--- src/core/pllfb_params.svh ---
// constants for the input-loop feedback and receiver-mode register
// assumes inclusion by bare name from core/ and bench/ files
`ifndef PLLFB_PARAMS_SVH
`define PLLFB_PARAMS_SVH

// ****************************************
// register map
// ****************************************
`define PLLFB_ADDR_W            10
`define PLLFB_DATA_W            8
`define PLLFB_LOOP_FB_ADDR      10'h01b
`define PLLFB_LOOP_FB_RESET     8'h00

// ****************************************
// field positions
// ****************************************
`define PLLFB_BIT_FIRST_REF_PIN 0
`define PLLFB_BIT_SECOND_REF_PIN 1
`define PLLFB_BIT_ZD_DIFF       2
`define PLLFB_BIT_ZD_PIN        3
`define PLLFB_BIT_FB_OSC        4
`define PLLFB_BIT_ZD_INTERNAL   5
`define PLLFB_RSVD_MSB          7
`define PLLFB_RSVD_LSB          6

// ****************************************
// timing
// ****************************************
`define PLLFB_CLK_PERIOD_NS     100

`endif

--- src/core/pllfb_pkg.sv ---
// types for the input-loop feedback and receiver-mode block
// assumes nothing beyond a SystemVerilog compiler
package pllfb_pkg;

	// ****************************************
	// feedback path choice
	// ****************************************
	typedef enum logic [1:0] {
		PLLFB_FB_OSC,
		PLLFB_FB_ZD_INTERNAL,
		PLLFB_FB_ZD_EXTERNAL
	} pllfb_fb_sel_t;

	// ****************************************
	// decoded controls
	// ****************************************
	typedef struct packed {
		pllfb_fb_sel_t fb_sel;
		logic          zero_delay_en;
		logic          zd_rx_power_up;
	} pllfb_fb_ctrl_t;

	typedef struct packed {
		logic powered;
		logic diff_mode;
		logic pos_pin_en;
		logic neg_pin_en;
	} pllfb_rx_mode_t;

endpackage : pllfb_pkg

--- src/core/pllfb_ctrl.sv ---
// input-loop feedback source and receiver-mode control register
// assumes register accesses arrive as single-cycle strobes on sys_clk
// assumes the neighbouring receiver register supplies the two reference
// differential-enable bits as levels
//
// Functional notes
// - feedback bit set: oscillator input receiver feeds loop, no zero delay
// - feedback bit clear: zero delay on, path chosen by zero-delay-mode bit
// - mode bit set: zero delay receiver off, divider channel 0 fed back
// - mode bit clear: external zero delay, zero delay receiver enabled
// - mode bit ignored while feedback bit is set
// - bit 2 selects differential or single-ended zero delay receiver
// - bit 3 picks zero delay single-ended pin, only while bit 2 clear
// - bit 1 picks second reference pin, only while its differential bit clear
// - bit 0 picks first reference pin, only while its differential bit clear
// - reference differential bits: 1 differential, 0 single-ended default
`timescale 1ns/1ps
`include "pllfb_params.svh"

module pllfb_ctrl #(
	parameter int                       ADDR_W    = `PLLFB_ADDR_W,
	parameter logic [`PLLFB_DATA_W-1:0] RESET_VAL = `PLLFB_LOOP_FB_RESET
) (
	// clock and reset
	input  wire logic                        sys_clk,
	input  wire logic                        rst_n,
	// register access port
	input  wire logic [ADDR_W-1:0]           reg_addr,
	input  wire logic [`PLLFB_DATA_W-1:0]    reg_wdata,
	input  wire logic                        reg_wr_en,
	input  wire logic                        reg_rd_en,
	output logic      [`PLLFB_DATA_W-1:0]    reg_rdata,
	output logic                             reg_rd_valid,
	// neighbouring receiver register bits
	input  wire logic                        first_ref_diff_en,
	input  wire logic                        second_ref_diff_en,
	// decoded feedback controls
	output pllfb_pkg::pllfb_fb_ctrl_t        fb_ctrl,
	output logic                             fb_path_changed,
	// decoded receiver modes
	output pllfb_pkg::pllfb_rx_mode_t        zero_delay_input_mode,
	output pllfb_pkg::pllfb_rx_mode_t        first_reference_input_mode,
	output pllfb_pkg::pllfb_rx_mode_t        second_reference_input_mode
);

	// ****************************************
	// register storage
	// ****************************************
	logic [`PLLFB_DATA_W-1:0] loop_fb_reg;
	logic [`PLLFB_DATA_W-1:0] loop_fb_next;
	logic                     hit;

	always_comb begin
		hit = (reg_addr == ADDR_W'(`PLLFB_LOOP_FB_ADDR));
	end

	always_comb begin
		loop_fb_next = loop_fb_reg;
		// every bit stored, reserved ones included but never decoded
		if (reg_wr_en && hit) begin
			loop_fb_next = reg_wdata;
		end
	end

	always_ff @(posedge sys_clk or negedge rst_n) begin
		if (!rst_n) begin
			loop_fb_reg <= RESET_VAL;
		end else begin
			loop_fb_reg <= loop_fb_next;
		end
	end

	// ****************************************
	// read path
	// ****************************************
	logic [`PLLFB_DATA_W-1:0] rdata_reg;
	logic [`PLLFB_DATA_W-1:0] rdata_next;
	logic                     rd_valid_reg;
	logic                     rd_valid_next;

	always_comb begin
		rdata_next    = rdata_reg;
		rd_valid_next = reg_rd_en;
		if (reg_rd_en) begin
			// unmapped addresses read as zero
			if (hit) begin
				rdata_next = loop_fb_reg;
			end else begin
				rdata_next = '0;
			end
		end
	end

	always_ff @(posedge sys_clk or negedge rst_n) begin
		if (!rst_n) begin
			rdata_reg    <= '0;
			rd_valid_reg <= 1'b0;
		end else begin
			rdata_reg    <= rdata_next;
			rd_valid_reg <= rd_valid_next;
		end
	end

	assign reg_rdata    = rdata_reg;
	assign reg_rd_valid = rd_valid_reg;

	// ****************************************
	// feedback path decode
	// ****************************************
	logic                      fb_osc_bit;
	logic                      zd_internal_bit;
	pllfb_pkg::pllfb_fb_ctrl_t fb_dec;

	always_comb begin
		fb_osc_bit      = loop_fb_reg[`PLLFB_BIT_FB_OSC];
		zd_internal_bit = loop_fb_reg[`PLLFB_BIT_ZD_INTERNAL];
		fb_dec.fb_sel         = pllfb_pkg::PLLFB_FB_OSC;
		fb_dec.zero_delay_en  = 1'b0;
		fb_dec.zd_rx_power_up = 1'b0;
		if (fb_osc_bit) begin
			// mode bit not consulted here at all
			fb_dec.fb_sel         = pllfb_pkg::PLLFB_FB_OSC;
			fb_dec.zero_delay_en  = 1'b0;
			// receiver idle: nothing to feed back through it
			fb_dec.zd_rx_power_up = 1'b0;
		end else if (zd_internal_bit) begin
			fb_dec.fb_sel         = pllfb_pkg::PLLFB_FB_ZD_INTERNAL;
			fb_dec.zero_delay_en  = 1'b1;
			fb_dec.zd_rx_power_up = 1'b0;
		end else begin
			fb_dec.fb_sel         = pllfb_pkg::PLLFB_FB_ZD_EXTERNAL;
			fb_dec.zero_delay_en  = 1'b1;
			fb_dec.zd_rx_power_up = 1'b1;
		end
	end

	// ****************************************
	// receiver mode decode
	// ****************************************
	pllfb_pkg::pllfb_rx_mode_t zd_mode_dec;
	pllfb_pkg::pllfb_rx_mode_t first_mode_dec;
	pllfb_pkg::pllfb_rx_mode_t second_mode_dec;

	pllfb_rx_mode u_zd_rx (
		.powered  (fb_dec.zd_rx_power_up),
		.diff_en  (loop_fb_reg[`PLLFB_BIT_ZD_DIFF]),
		.pin_sel  (loop_fb_reg[`PLLFB_BIT_ZD_PIN]),
		.mode     (zd_mode_dec)
	);

	// reference power state lives in the neighbouring register
	pllfb_rx_mode u_first_rx (
		.powered  (1'b1),
		.diff_en  (first_ref_diff_en),
		.pin_sel  (loop_fb_reg[`PLLFB_BIT_FIRST_REF_PIN]),
		.mode     (first_mode_dec)
	);

	pllfb_rx_mode u_second_rx (
		.powered  (1'b1),
		.diff_en  (second_ref_diff_en),
		.pin_sel  (loop_fb_reg[`PLLFB_BIT_SECOND_REF_PIN]),
		.mode     (second_mode_dec)
	);

	// ****************************************
	// output registers
	// ****************************************
	// one registered stage keeps glitches off the analog controls when
	// several bits change in one write
	pllfb_pkg::pllfb_fb_ctrl_t fb_ctrl_reg;
	pllfb_pkg::pllfb_fb_ctrl_t fb_ctrl_next;
	logic                      changed_reg;
	logic                      changed_next;
	pllfb_pkg::pllfb_rx_mode_t zd_mode_reg;
	pllfb_pkg::pllfb_rx_mode_t zd_mode_next;
	pllfb_pkg::pllfb_rx_mode_t first_mode_reg;
	pllfb_pkg::pllfb_rx_mode_t first_mode_next;
	pllfb_pkg::pllfb_rx_mode_t second_mode_reg;
	pllfb_pkg::pllfb_rx_mode_t second_mode_next;

	always_comb begin
		fb_ctrl_next     = fb_dec;
		zd_mode_next     = zd_mode_dec;
		first_mode_next  = first_mode_dec;
		second_mode_next = second_mode_dec;
		// flags a feedback source switch so the loop can relock
		changed_next     = (fb_dec.fb_sel != fb_ctrl_reg.fb_sel);
	end

	always_ff @(posedge sys_clk or negedge rst_n) begin
		if (!rst_n) begin
			fb_ctrl_reg.fb_sel         <= pllfb_pkg::PLLFB_FB_ZD_EXTERNAL;
			fb_ctrl_reg.zero_delay_en  <= 1'b1;
			fb_ctrl_reg.zd_rx_power_up <= 1'b1;
			changed_reg                <= 1'b0;
			zd_mode_reg                <= '0;
			first_mode_reg             <= '0;
			second_mode_reg            <= '0;
		end else begin
			fb_ctrl_reg     <= fb_ctrl_next;
			changed_reg     <= changed_next;
			zd_mode_reg     <= zd_mode_next;
			first_mode_reg  <= first_mode_next;
			second_mode_reg <= second_mode_next;
		end
	end

	assign fb_ctrl                     = fb_ctrl_reg;
	assign fb_path_changed             = changed_reg;
	assign zero_delay_input_mode       = zd_mode_reg;
	assign first_reference_input_mode  = first_mode_reg;
	assign second_reference_input_mode = second_mode_reg;

endmodule : pllfb_ctrl

--- src/core/pllfb_rx_mode.sv ---
// one input receiver's mode decode: differential or one chosen single-ended pin
// assumes diff_en and pin_sel come from stored register bits
`timescale 1ns/1ps

module pllfb_rx_mode (
	// control
	input  wire logic                     powered,
	input  wire logic                     diff_en,
	input  wire logic                     pin_sel,
	// decoded mode
	output pllfb_pkg::pllfb_rx_mode_t     mode
);

	always_comb begin
		mode.powered    = powered;
		mode.diff_mode  = powered & diff_en;
		// pin choice only counts in single-ended mode
		mode.pos_pin_en = powered & ~diff_en & ~pin_sel;
		mode.neg_pin_en = powered & ~diff_en & pin_sel;
	end

endmodule : pllfb_rx_mode
--- config.mk ---
export PLATFORM = sky130hd
export DESIGN_NAME = pllfb_ctrl
export DESIGN_NICKNAME = d
export VERILOG_FILES = /design/src/core/pllfb_pkg.sv /design/src/core/pllfb_ctrl.sv /design/src/core/pllfb_rx_mode.sv
export VERILOG_INCLUDE_DIRS = /design/src /design/src/core
export SDC_FILE = /design/constraint.sdc
export NUM_CORES = 1
export LEC_CHECK = 0
export ABC_AREA = 1
export BUFFER_PORTS_ARGS = -buffer_cell sky130_fd_sc_hd__buf_2
export CAP_MARGIN = 10
export CORE_ASPECT_RATIO = 0.7
export CORE_MARGIN = 3
export CORE_UTILIZATION = 25
export CTS_CLUSTER_DIAMETER = 100
export DETAILED_ROUTE_END_ITERATION = 8
export GPL_ROUTABILITY_DRIVEN = 0
export GPL_TIMING_DRIVEN = 0
export SLEW_MARGIN = 20
export SYNTH_ARGS = -nofsm -noshare
export SYNTH_HDL_FRONTEND = slang
export SYNTH_SLANG_ARGS = --single-unit
--- constraint.sdc ---
create_clock -name sys_clk -period 2.7 [get_ports sys_clk]
set_input_delay 0.54 -clock sys_clk [delete_from_list [all_inputs] [get_ports sys_clk]]
set_output_delay 0.54 -clock sys_clk [all_outputs]
set_load 0.005 [all_outputs]
==> out/results.txt, run 1 <==
Status: completed
Die Y: 65.52 µm
Vias per cell: 3.857
Synth cell types: 22
Grt met1 use: 13.80%
Clock Latency Late Sink: 280 ps
Worst Path Arrival: 1020 ps
Die X: 91.02 µm
Initial antenna violation count: 0
Hold Vio Cnt, Final: 0
Synth Area in Compound Gates: 3.956%
GRT Total Usage: 10.81%
CP Max Fanout: 3
Unrepaired setup endpoints after global routing: false
Total Nets Final: 202
Number of global-route vias before repair: 940
Worst path required time: 2160 ps
R2r setup slk: 1630 ps
Crit path launch type: flop
WHS: 298.7 ps
Fin crit share: 57.95%
Hold crit path type: input pin to asynchronous set/reset pin
Post-CTS Repair Setup Buffers: 0
Num CTS Buffers: 5
Setup TNS Final: 0 ps
Slack of the critical path: 1135 ps
DP HPWL: 2.046 mm
Classification of the worst setup path: flop to primary output
Cells after Synth: 123
Setup violators final: 0
Clock Path Buffers: 2
Syn Area/Cell: 10.28 µm²
Inserted Diodes: 0
WL final: 2.758 mm
Xor/xnor share of the synthesized area: 1.385%
RR Endpoint: fb_path_changed
Core outline area: 4604 µm²
Placement Rows: 20
Io pins: 50
Commonest non-fill, non-tap cells in the layout: 50 x buf_2, 30 x nand2_1, 30 x dfrtp_1
Part of the Yosys area used for sequential elements: 63.50%
Most common cell after layout, fill and taps aside: buf_2
Wire length per cell: 11.26 µm
Crit path cell chain: buf_4 -> buf_2
Main combinational cell family by area after synthesis: simple AND/OR/NAND/NOR gates
Reg2reg start: loop_fb_reg[5]
Post-synthesis simple-gate area fraction: 22.55%
Cell area power density: 554.7 nW/µm²
DRC violations left: 0
Achievable Freq: 639.2 MHz
Clock transition at the registers of the reported paths: 70 ps
Total grt overflow: 0
Synthesized-area fraction occupied by adder cells: 0%
Worst slew pin tran: 696.3 ps
Post-synthesis mux area share: 0%
Max Slew Vio Count: 0
Number of DRC markers in iteration 0: 33
First-pass GRT wire length: 4.761 mm
Largest net degree at the start of global routing: 33
Initial Utilization: 27.47%
Met3 Usage GRT: 7.437%
Crit path largest cell delay: 550 ps
Yosys warns: 0
CTS tree: built
Clk_skew: 5.196 ps
Busiest grt layer: met2
R2r worst-path depth: 3
Minimum clock period: 1565 ps
Area Growth Syn to Fin: 32.84%
Clock sinks: 32
Cell Area, Synth: 1265 µm²
Max cap viols: 0
H-Tree Depth: 2
VDD IR max: 0.0001951 V
Final ANT Viol Nets: 0
Share of cells above drive strength 1: 40.22%
Met2 usage: 13.84%
Root Driver: clkbuf_8
Synth Register Bits: 32
Setup WS pre-CTS: 1295 ps
Worst path slowest cell: dfstp_2
Slew HR: 53.58%
CTS resizes: 0
Synthesized netlist net count: 147
Pleak: 0.0009060 µW
DIE AREA: 5963 µm²
Drt pass-1 iters: 4
Total design power: 932.0 µW
Hold Buf Count CTS: 0
Via count: 945
Utilization after layout: 36.49%
CP Capture Type: primary output
PortBufs: 48
==> power by group <==
part           total, µW  internal (µW)  switching [µW]
Combinational       63.9           26.7            37.2
Clock                373            203             170
Sequential           495            490            4.42
Total                932            720             212
==> metal layers <==
layer  routed length (µm)  up-vias  share of wire, %
li1                     -      486                 -
met4                   39        0               1.4
met5                    0        -                 0
met3                  367        4                13
met1                 1261      415                46
met2                 1090       40                40
==> cell usage after synthesis <==
cell / n / area share, %
and3_1: 1 / 0.49
buf_2: 2 / 0.79
buf_4: 2 / 1.2
clkbuf_2: 1 / 0.40
conb_1: 1 / 0.30
dfrtp_1: 30 / 59
dfstp_2: 2 / 4.2
inv_1: 19 / 5.6
inv_2: 1 / 0.30
nand2_1: 30 / 8.9
nand3_1: 8 / 3.2
nand3_2: 1 / 0.79
nand3_4: 1 / 1.4
nand4_2: 1 / 0.99
nor2_1: 7 / 2.1
nor2_2: 2 / 0.99
nor2_4: 2 / 1.8
nor2_8: 1 / 1.6
nor3_1: 1 / 0.40
o22ai_1: 8 / 4.0
xnor2_1: 1 / 0.69
xor2_1: 1 / 0.69
==> worst max-delay path: cells and delay by family, from the launching register on <==
family / cells / cell delay [ps]
buffers and inverters: 2 / 190
DFF: 1 / 550
==> how the worst max path moves through the flow <==
stage / slack, ps / start / depth (start not counted) / end
floorplan: 1510 / reg_addr[5] / 6 / loop_fb_reg[0]
global placement: 1310 / reg_addr[5] / 7 / loop_fb_reg[3]
detailed placement: 1300 / reg_addr[5] / 7 / loop_fb_reg[3]
CTS: 1110 / fb_ctrl[3] / 2 / fb_ctrl[3]
global route: 1070 / fb_ctrl[3] / 2 / fb_ctrl[3]
finish: 1140 / fb_ctrl[3] / 2 / fb_ctrl[3]
==> cell type report <==
type	count	area, µm²
clock inverter	2	10.01
tap	66	82.58
inverter	20	75.07
buffer	5	30.03
clock buffer	6	82.58
multi-input combinational	66	356.6
sequential	32	803.3
timing repair buffer	48	240.2
fill	512	2924
==> kinds of logic (layout without fill, tap and decap cells) <==
family / Yosys count / in the layout
simple gates: 55 / 55
flops: 32 / 32
buf+inv: 25 / 81
compound gates: 8 / 8
xor+xnor: 2 / 2
other cells: 1 / 1
==> metrics by stage <==
stage               cells  area, µm²
floorplan             123       1265
global placement      237       1588
detailed placement    237       1588
CTS                   245       1680
global route          245       1680
finish                245       1680
Note: power is estimated with default switching activity, not from simulation.
==> run 2: changes to the inputs <==
ABC_AREA = 0   (was 1)
clock period = 1.6 ns   (was 2.7 ns; I/O delays follow)
==> run 2 against run 1 <==
Setup slack got worse by 900 ps; sequential share of layout area increased by 1.7 points; hold slack got worse by 220 ps; synthesized cell count decreased by 27%; global-route usage decreased by 0.98 points; count of clock-buffer cells in the layout increased by 1; sequential power increased by 68%; clock power increased by 130%; largest power group is now clock.
==> out/results.txt, run 2 <==
Setup violators final: 0 (unchanged)
Inserted Diodes: 0 (unchanged)
Fin crit share: 85.25%
DRC violations left: 0 (unchanged)
Cell area power density: 1092 nW/µm² (+97%)
CTS resizes: 0 (unchanged)
Clock Path Buffers: 2 (unchanged)
Post-synthesis mux area share: 7.627% (+7.6 points)
Num CTS Buffers: 5 (unchanged)
Max Slew Vio Count: 0 (unchanged)
PortBufs: 49 (+2.1%)
Via count: 823 (-13%)
Top post-synthesis cells by area: dfrtp_1 64%, mux2_2 7.6%, o22ai_1 4.8%, dfstp_2 4.4%, inv_1 2.9%
Top-area cell type share of the netlist area: 63.56% (+4.2 points)
Synthesized-area fraction occupied by adder cells: 0% (unchanged)
Synthesized netlist net count: 114 (-22%)
Cells after Synth: 90 (-27%)
Worst slew pin tran: 709.1 ps (+12.78 ps)
Placed cell count: 194 (-18%)
Crit path launch type: flop
CP Capture Type: primary output
Total grt overflow: 0 (unchanged)
Clock Latency Late Sink: 290 ps (about the same)
Io pins: 50 (unchanged)
DIE AREA: 5599 µm² (-6.1%)
Clock sinks: 32 (unchanged)
Synth cell types: 21 (-4.5%)
Synth Area in Compound Gates: 5.614% (+1.7 points)
Initial Utilization: 26.52% (-0.96 points)
Most frequent cell after synthesis: dfrtp_1
Yosys warns: 0 (unchanged)
Cell Area, Synth: 1181 µm² (-6.6%)
Ys flop type: dfrtp_1
CP Max Fanout: 5 (+2)
Largest net degree at the start of global routing: 33 (unchanged)
CTS tree: built
Core outline area: 4454 µm² (-3.3%)
Initial antenna violation count: 0 (unchanged)
Total Nets Final: 170 (-16%)
Hold Vio Cnt, Final: 0 (unchanged)
First-pass GRT wire length: 4.022 mm (-16%)
Minimum clock period: 1364 ps
Part of the Yosys area used for sequential elements: 68.01% (+4.5 points)
Classification of the worst setup path: flop to primary output
Post-Layout Cell Count: 202 (-18%)
GRT Total Usage: 9.829% (-0.98 points)
Most frequent cells after synthesis: 30 x dfrtp_1, 9 x inv_1, 9 x nand2_1, 9 x o22ai_1, 8 x mux2_2
Commonest non-fill, non-tap cells in the layout: 49 x buf_2, 30 x dfrtp_1, 9 x inv_1, 9 x nand2_1, 9 x o22ai_1
Status: completed
Slew HR: 52.73% (-0.85 points)
Pleak: 0.0008066 µW (-11%)
H-Tree Depth: 2 (unchanged)
WHS: 80.22 ps (-218.5 ps)
Biggest area consumer among synthesized cells: dfrtp_1
Clock transition at the registers of the reported paths: 70 ps (about the same)
Number of DRC markers in iteration 0: 39 (+18%)
Main combinational cell family by area after synthesis: simple AND/OR/NAND/NOR gates
Worst Path Arrival: 1040 ps (+20 ps)
Area Growth Syn to Fin: 37.29%
Xor/xnor share of the synthesized area: 0% (-1.4 points)
Vias per cell: 4.074 (+5.6%)
Post-CTS Repair Setup Buffers: 0 (unchanged)
Worst path required time: 1280 ps (-880 ps)
Achievable Freq: 733.2 MHz
Hold Buf Count CTS: 0 (unchanged)
Number of global-route vias before repair: 849 (-9.7%)
EDFF count, synth: 0 (unchanged)
Clk_skew: 5.905 ps (+0.7093 ps)
Drt pass-1 iters: 4 (unchanged)
Hold crit path type: input pin to asynchronous set/reset pin
Share of cells above drive strength 1: 48.98% (+8.8 points)
WL final: 2.463 mm (-11%)
Die Y: 63.51 µm (-3.1%)
Synth Register Bits: 32 (unchanged)
Root Driver: clkbuf_8
Placement Rows: 20 (unchanged)
DP HPWL: 1.747 mm (-15%)
Wire length per cell: 12.19 µm (+8.3%)
Max cap viols: 0 (unchanged)
Most common cell after layout, fill and taps aside: buf_2
Syn Area/Cell: 13.12 µm² (+28%)
Post-synthesis simple-gate area fraction: 13.35% (-9.2 points)
Final ANT Viol Nets: 0 (unchanged)
Post-synth ARST share: 100.0% (unchanged)
VDD IR max: 0.0005558 V (+180%)
Setup TNS Final: 0 ps (unchanged)
Unrepaired setup endpoints after global routing: false
Die X: 88.16 µm (-3.1%)
run 2: changes by cell type in the layout (fill, tap and decap cells not counted), moves of 4 or more:
| cell | previous run | this run |
|---|---|---|
| inv_1 | 19 | 9 |
| nand3_1 | 8 | 1 |
| nor2_1 | 7 | 3 |
| mux2_2 | 0 | 8 |
| nand2_1 | 30 | 9 |
run 2: metal layers:
metal	wire [µm]	GRT usage, %	part of all wire, %	vias to the layer above
li1	-	-	-	409
met2	1002	13.63	41	39
met5	0	0	0	-
met3	316	7.451	13	3
met4	31	2.830	1.3	0
met1	1113	11.84	45	372
run 2: worst paths after layout:
kind	start	end	slack, ps	depth (start not counted)
max	fb_ctrl[3]	fb_ctrl[3]	240	2
min	rst_n	loop_fb_reg[7]	80	1
max reg2reg	loop_fb_reg[4]	zero_delay_input_mode[2]	600	3
min reg2reg	loop_fb_reg[1]	second_reference_input_mode[1]	470	1
max in group asynchronous	rst_n	second_reference_input_mode[3]	1060	1
min in group sys_clk	reg_rd_en	reg_rd_valid	150	1
run 2: critical path, stage by stage, from the launching register on:
cell and delay, ps:
dfstp_2 560, buf_4 100, buf_2 90
run 2: cells by family after synthesis:
family,count (synthesis)
flip-flops,32
AND/OR/NAND/NOR,24
buffers and inverters,14
AO/OA/AOI/OAI,11
multiplexers,8
other,1
run 2: stage by stage:
stage | utilization (%) | total power [µW] | instance area (µm²) | worst slack [ps]
after floorplan | - | 874.7 | 1181 | 357.7
after CTS | 36.40 | 1796 | 1622 | 221.3
after global placement | 33.57 | 941.7 | 1495 | 150.6
after global routing | 36.40 | 1851 | 1622 | 188.0
after detailed placement | 33.57 | 943.9 | 1495 | 122.8
final | 36.40 | 1771 | 1622 | 236.1
run 2: area by class of cell:
cell class                 instances  area [µm²]
fill                             463        2833
sequential                        32       803.3
multi-input combinational         44       317.8
timing repair buffer              49       245.2
clock buffer                       7       96.34
tap                               55       68.82
inverter                           9       33.78
clock inverter                     1       30.03
buffer                             5       26.28
run 2: where the power goes:
| part | internal [µW] | total [µW] | switching, µW |
|---|---|---|---|
| Combinational | 42.6 | 91.3 | 48.7 |
| Sequential | 827 | 834 | 7.11 |
| Clock | 549 | 845 | 296 |
==> run 3: changes to the inputs <==
CORE_MARGIN = default   (was 3)
==> run 3 against run 2 <==
The run now ends with design-rule violations left; non-clock buffer count unchanged; clock skew up 0.57 ps; sequential share of layout area unchanged; clock power down 0.8%; cell area unchanged; cell count unchanged; critical path type unchanged; global-route usage up 1.1 points; count of clock-buffer cells in the layout unchanged; first-iteration DRC count down 28%; sequential power about the same; sequential cell count unchanged.
==> out/results.txt, run 3 (synthesis results as in run 2) <==
Status: complete, but fails checks
Violated checks: design-rule violations
Share of cells above drive strength 1: 48.98% (unchanged)
Fin crit share: 84.42% (-0.82 points)
Number of DRC markers in iteration 0: 28 (-28%)
Unrepaired setup endpoints after global routing: false
Worst Path Buf+Inv: 2 (unchanged)
Number of global-route vias before repair: 832 (-2.0%)
WP depth: 2 (unchanged)
Total Nets Final: 170 (unchanged)
Post-CTS Repair Setup Buffers: 0 (unchanged)
Busiest grt layer: met2
Most common cell after layout, fill and taps aside: buf_2
Worst path required time: 1280 ps (about the same)
Max cap viols: 0 (unchanged)
Io pins: 50 (unchanged)
DIE AREA: 5008 µm² (-11%)
VDD IR max: 0.0003753 V (-32%)
Vias per cell: 4.119 (+1.1%)
Largest net degree at the start of global routing: 33 (unchanged)
Crit path launch type: flop
Setup crit end: fb_ctrl[3]
Die Y: 59.51 µm (-6.3%)
Clock Latency Late Sink: 280 ps (about the same)
Initial Utilization: 26.67% (+0.15 points)
PortBufs: 49 (unchanged)
Area Growth Syn to Fin: 37.29% (unchanged)
Via count: 832 (+1.1%)
Total grt overflow: 0 (unchanged)
Wire length per cell: 11.82 µm (-3.0%)
Final ANT Viol Nets: 0 (unchanged)
Worst Path Arrival: 1030 ps (about the same)
Hold crit path type: input pin to asynchronous set/reset pin
Root Driver: clkbuf_8
Minimum clock period: 1351 ps (-13.19 ps)
Placement Rows: 20 (unchanged)
Num CTS Buffers: 5 (unchanged)
Met2 usage: 15.34% (+1.7 points)
Area of the multi-input gates: 317.8 µm² (unchanged)
Seq. cell area: 803.3 µm² (unchanged)
CTS resizes: 0 (unchanged)
Max Slew Vio Count: 0 (unchanged)
Critical path launch point: fb_ctrl[3]
Cell area power density: 1088 nW/µm² (-0.39%)
Core outline area: 4429 µm² (-0.56%)
Slew HR: 52.56% (-0.17 points)
Grt met1 use: 14.31% (+2.5 points)
Worst slew pin tran: 711.6 ps (+2.526 ps)
Hold Buf Count CTS: 0 (unchanged)
DRC violations left: 6 (+6)
Die X: 84.16 µm (-4.5%)
Initial antenna violation count: 0 (unchanged)
First-pass GRT wire length: 3.953 mm (-1.7%)
Hold Vio Cnt, Final: 0 (unchanged)
Reg2reg start: loop_fb_reg[4]
Clock transition at the registers of the reported paths: 70 ps (about the same)
Classification of the worst setup path: flop to primary output
Setup violators final: 0 (unchanged)
R2r worst-path depth: 2 (-1)
Setup TNS Final: 0 ps (unchanged)
Worst path slowest cell: dfstp_2
Pleak: 0.0008066 µW (unchanged)
Achievable Freq: 740.3 MHz (+0.98%)
WL final: 2.388 mm (-3.0%)
Crit path largest cell delay: 560 ps (about the same)
GRT Total Usage: 10.91% (+1.1 points)
Met3 Usage GRT: 5.014% (-2.4 points)
Crit path cell chain: buf_4 -> buf_2
RR Endpoint: zero_delay_input_mode[0]
H-Tree Depth: 2 (unchanged)
R2r setup slk: 530 ps (-70 ps)
CTS tree: built
Inserted Diodes: 0 (unchanged)
Utilization after layout: 36.61% (+0.21 points)
Drt pass-1 iters: 6 (+2)
Clk_skew: 6.479 ps (+0.5743 ps)
Clock sinks: 32 (unchanged)
Fillers: 448 (-3.2%)
Clock Path Buffers: 2 (unchanged)
Largest delay share family, worst path: flip-flops
Commonest non-fill, non-tap cells in the layout: 49 x buf_2, 30 x dfrtp_1, 9 x inv_1, 9 x nand2_1, 9 x o22ai_1
CP Capture Type: primary output
CP Max Fanout: 5 (unchanged)
DP HPWL: 1.715 mm (-1.8%)
run 3: cell counts in the layout (fill, tap and decap cells not counted):
Identical to the previous run, type by type.
run 3: final cells by class:
type	instances	area share, %
sequential	32	49.54
multi-input combinational	44	19.60
timing repair buffer	49	15.12
clock buffer	7	5.941
tap	55	4.244
inverter	9	2.083
clock inverter	1	1.852
buffer	5	1.620
run 3: worst register-to-register path, delay by kind of cell (launching register included):
family	cells	cell delay, ps
and+or+nand+nor	1	390
DFF	1	360
buffers and inverters	1	200
run 3: power by group:
part | switching, µW | internal [µW] | total (µW)
clock network | 289 | 549 | 838
logic | 49.0 | 42.6 | 91.7
registers | 6.77 | 827 | 834
total | 345 | 1420 | 1760
run 3: metrics by stage:
| step | cell area [µm²] | power (µW) | instances | worst slack [ps] | hold WS (ps) |
|---|---|---|---|---|---|
| 3_5_place_dp | 1495 | 943.0 | 194 | 123.2 | 412.1 |
| 2_1_floorplan | 1181 | 874.7 | 90 | 357.7 | 24.41 |
| 4_1_cts | 1622 | 1803 | 202 | 227.9 | 104.1 |
| 3_3_place_gp | 1495 | 941.8 | 194 | 140.0 | 414.9 |
| 5_1_grt | 1622 | 1862 | 202 | 197.8 | 128.3 |
| 6_report | 1622 | 1764 | 202 | 249.2 | 86.55 |
run 3: metal layers:
| layer | up-vias | routed length [µm] |
|---|---|---|
| met5 | - | 0 |
| met4 | 0 | 25 |
| met3 | 2 | 204 |
| met2 | 40 | 1015 |
| met1 | 379 | 1143 |
| li1 | 411 | - |
run 3: worst min path at each step:
| stage | from | to | slack, ps | cells after the start |
|---|---|---|---|---|
| 2_1_floorplan | rst_n | fb_ctrl[2] | 20 | 0 |
| 3_3_place_gp | rst_n | zero_delay_input_mode[1] | 410 | 1 |
| 3_5_place_dp | rst_n | zero_delay_input_mode[1] | 410 | 1 |
| 4_1_cts | rst_n | zero_delay_input_mode[1] | 100 | 1 |
| 5_1_grt | rst_n | reg_rdata[3] | 130 | 1 |
| 6_report | rst_n | reg_rdata[7] | 90 | 1 |
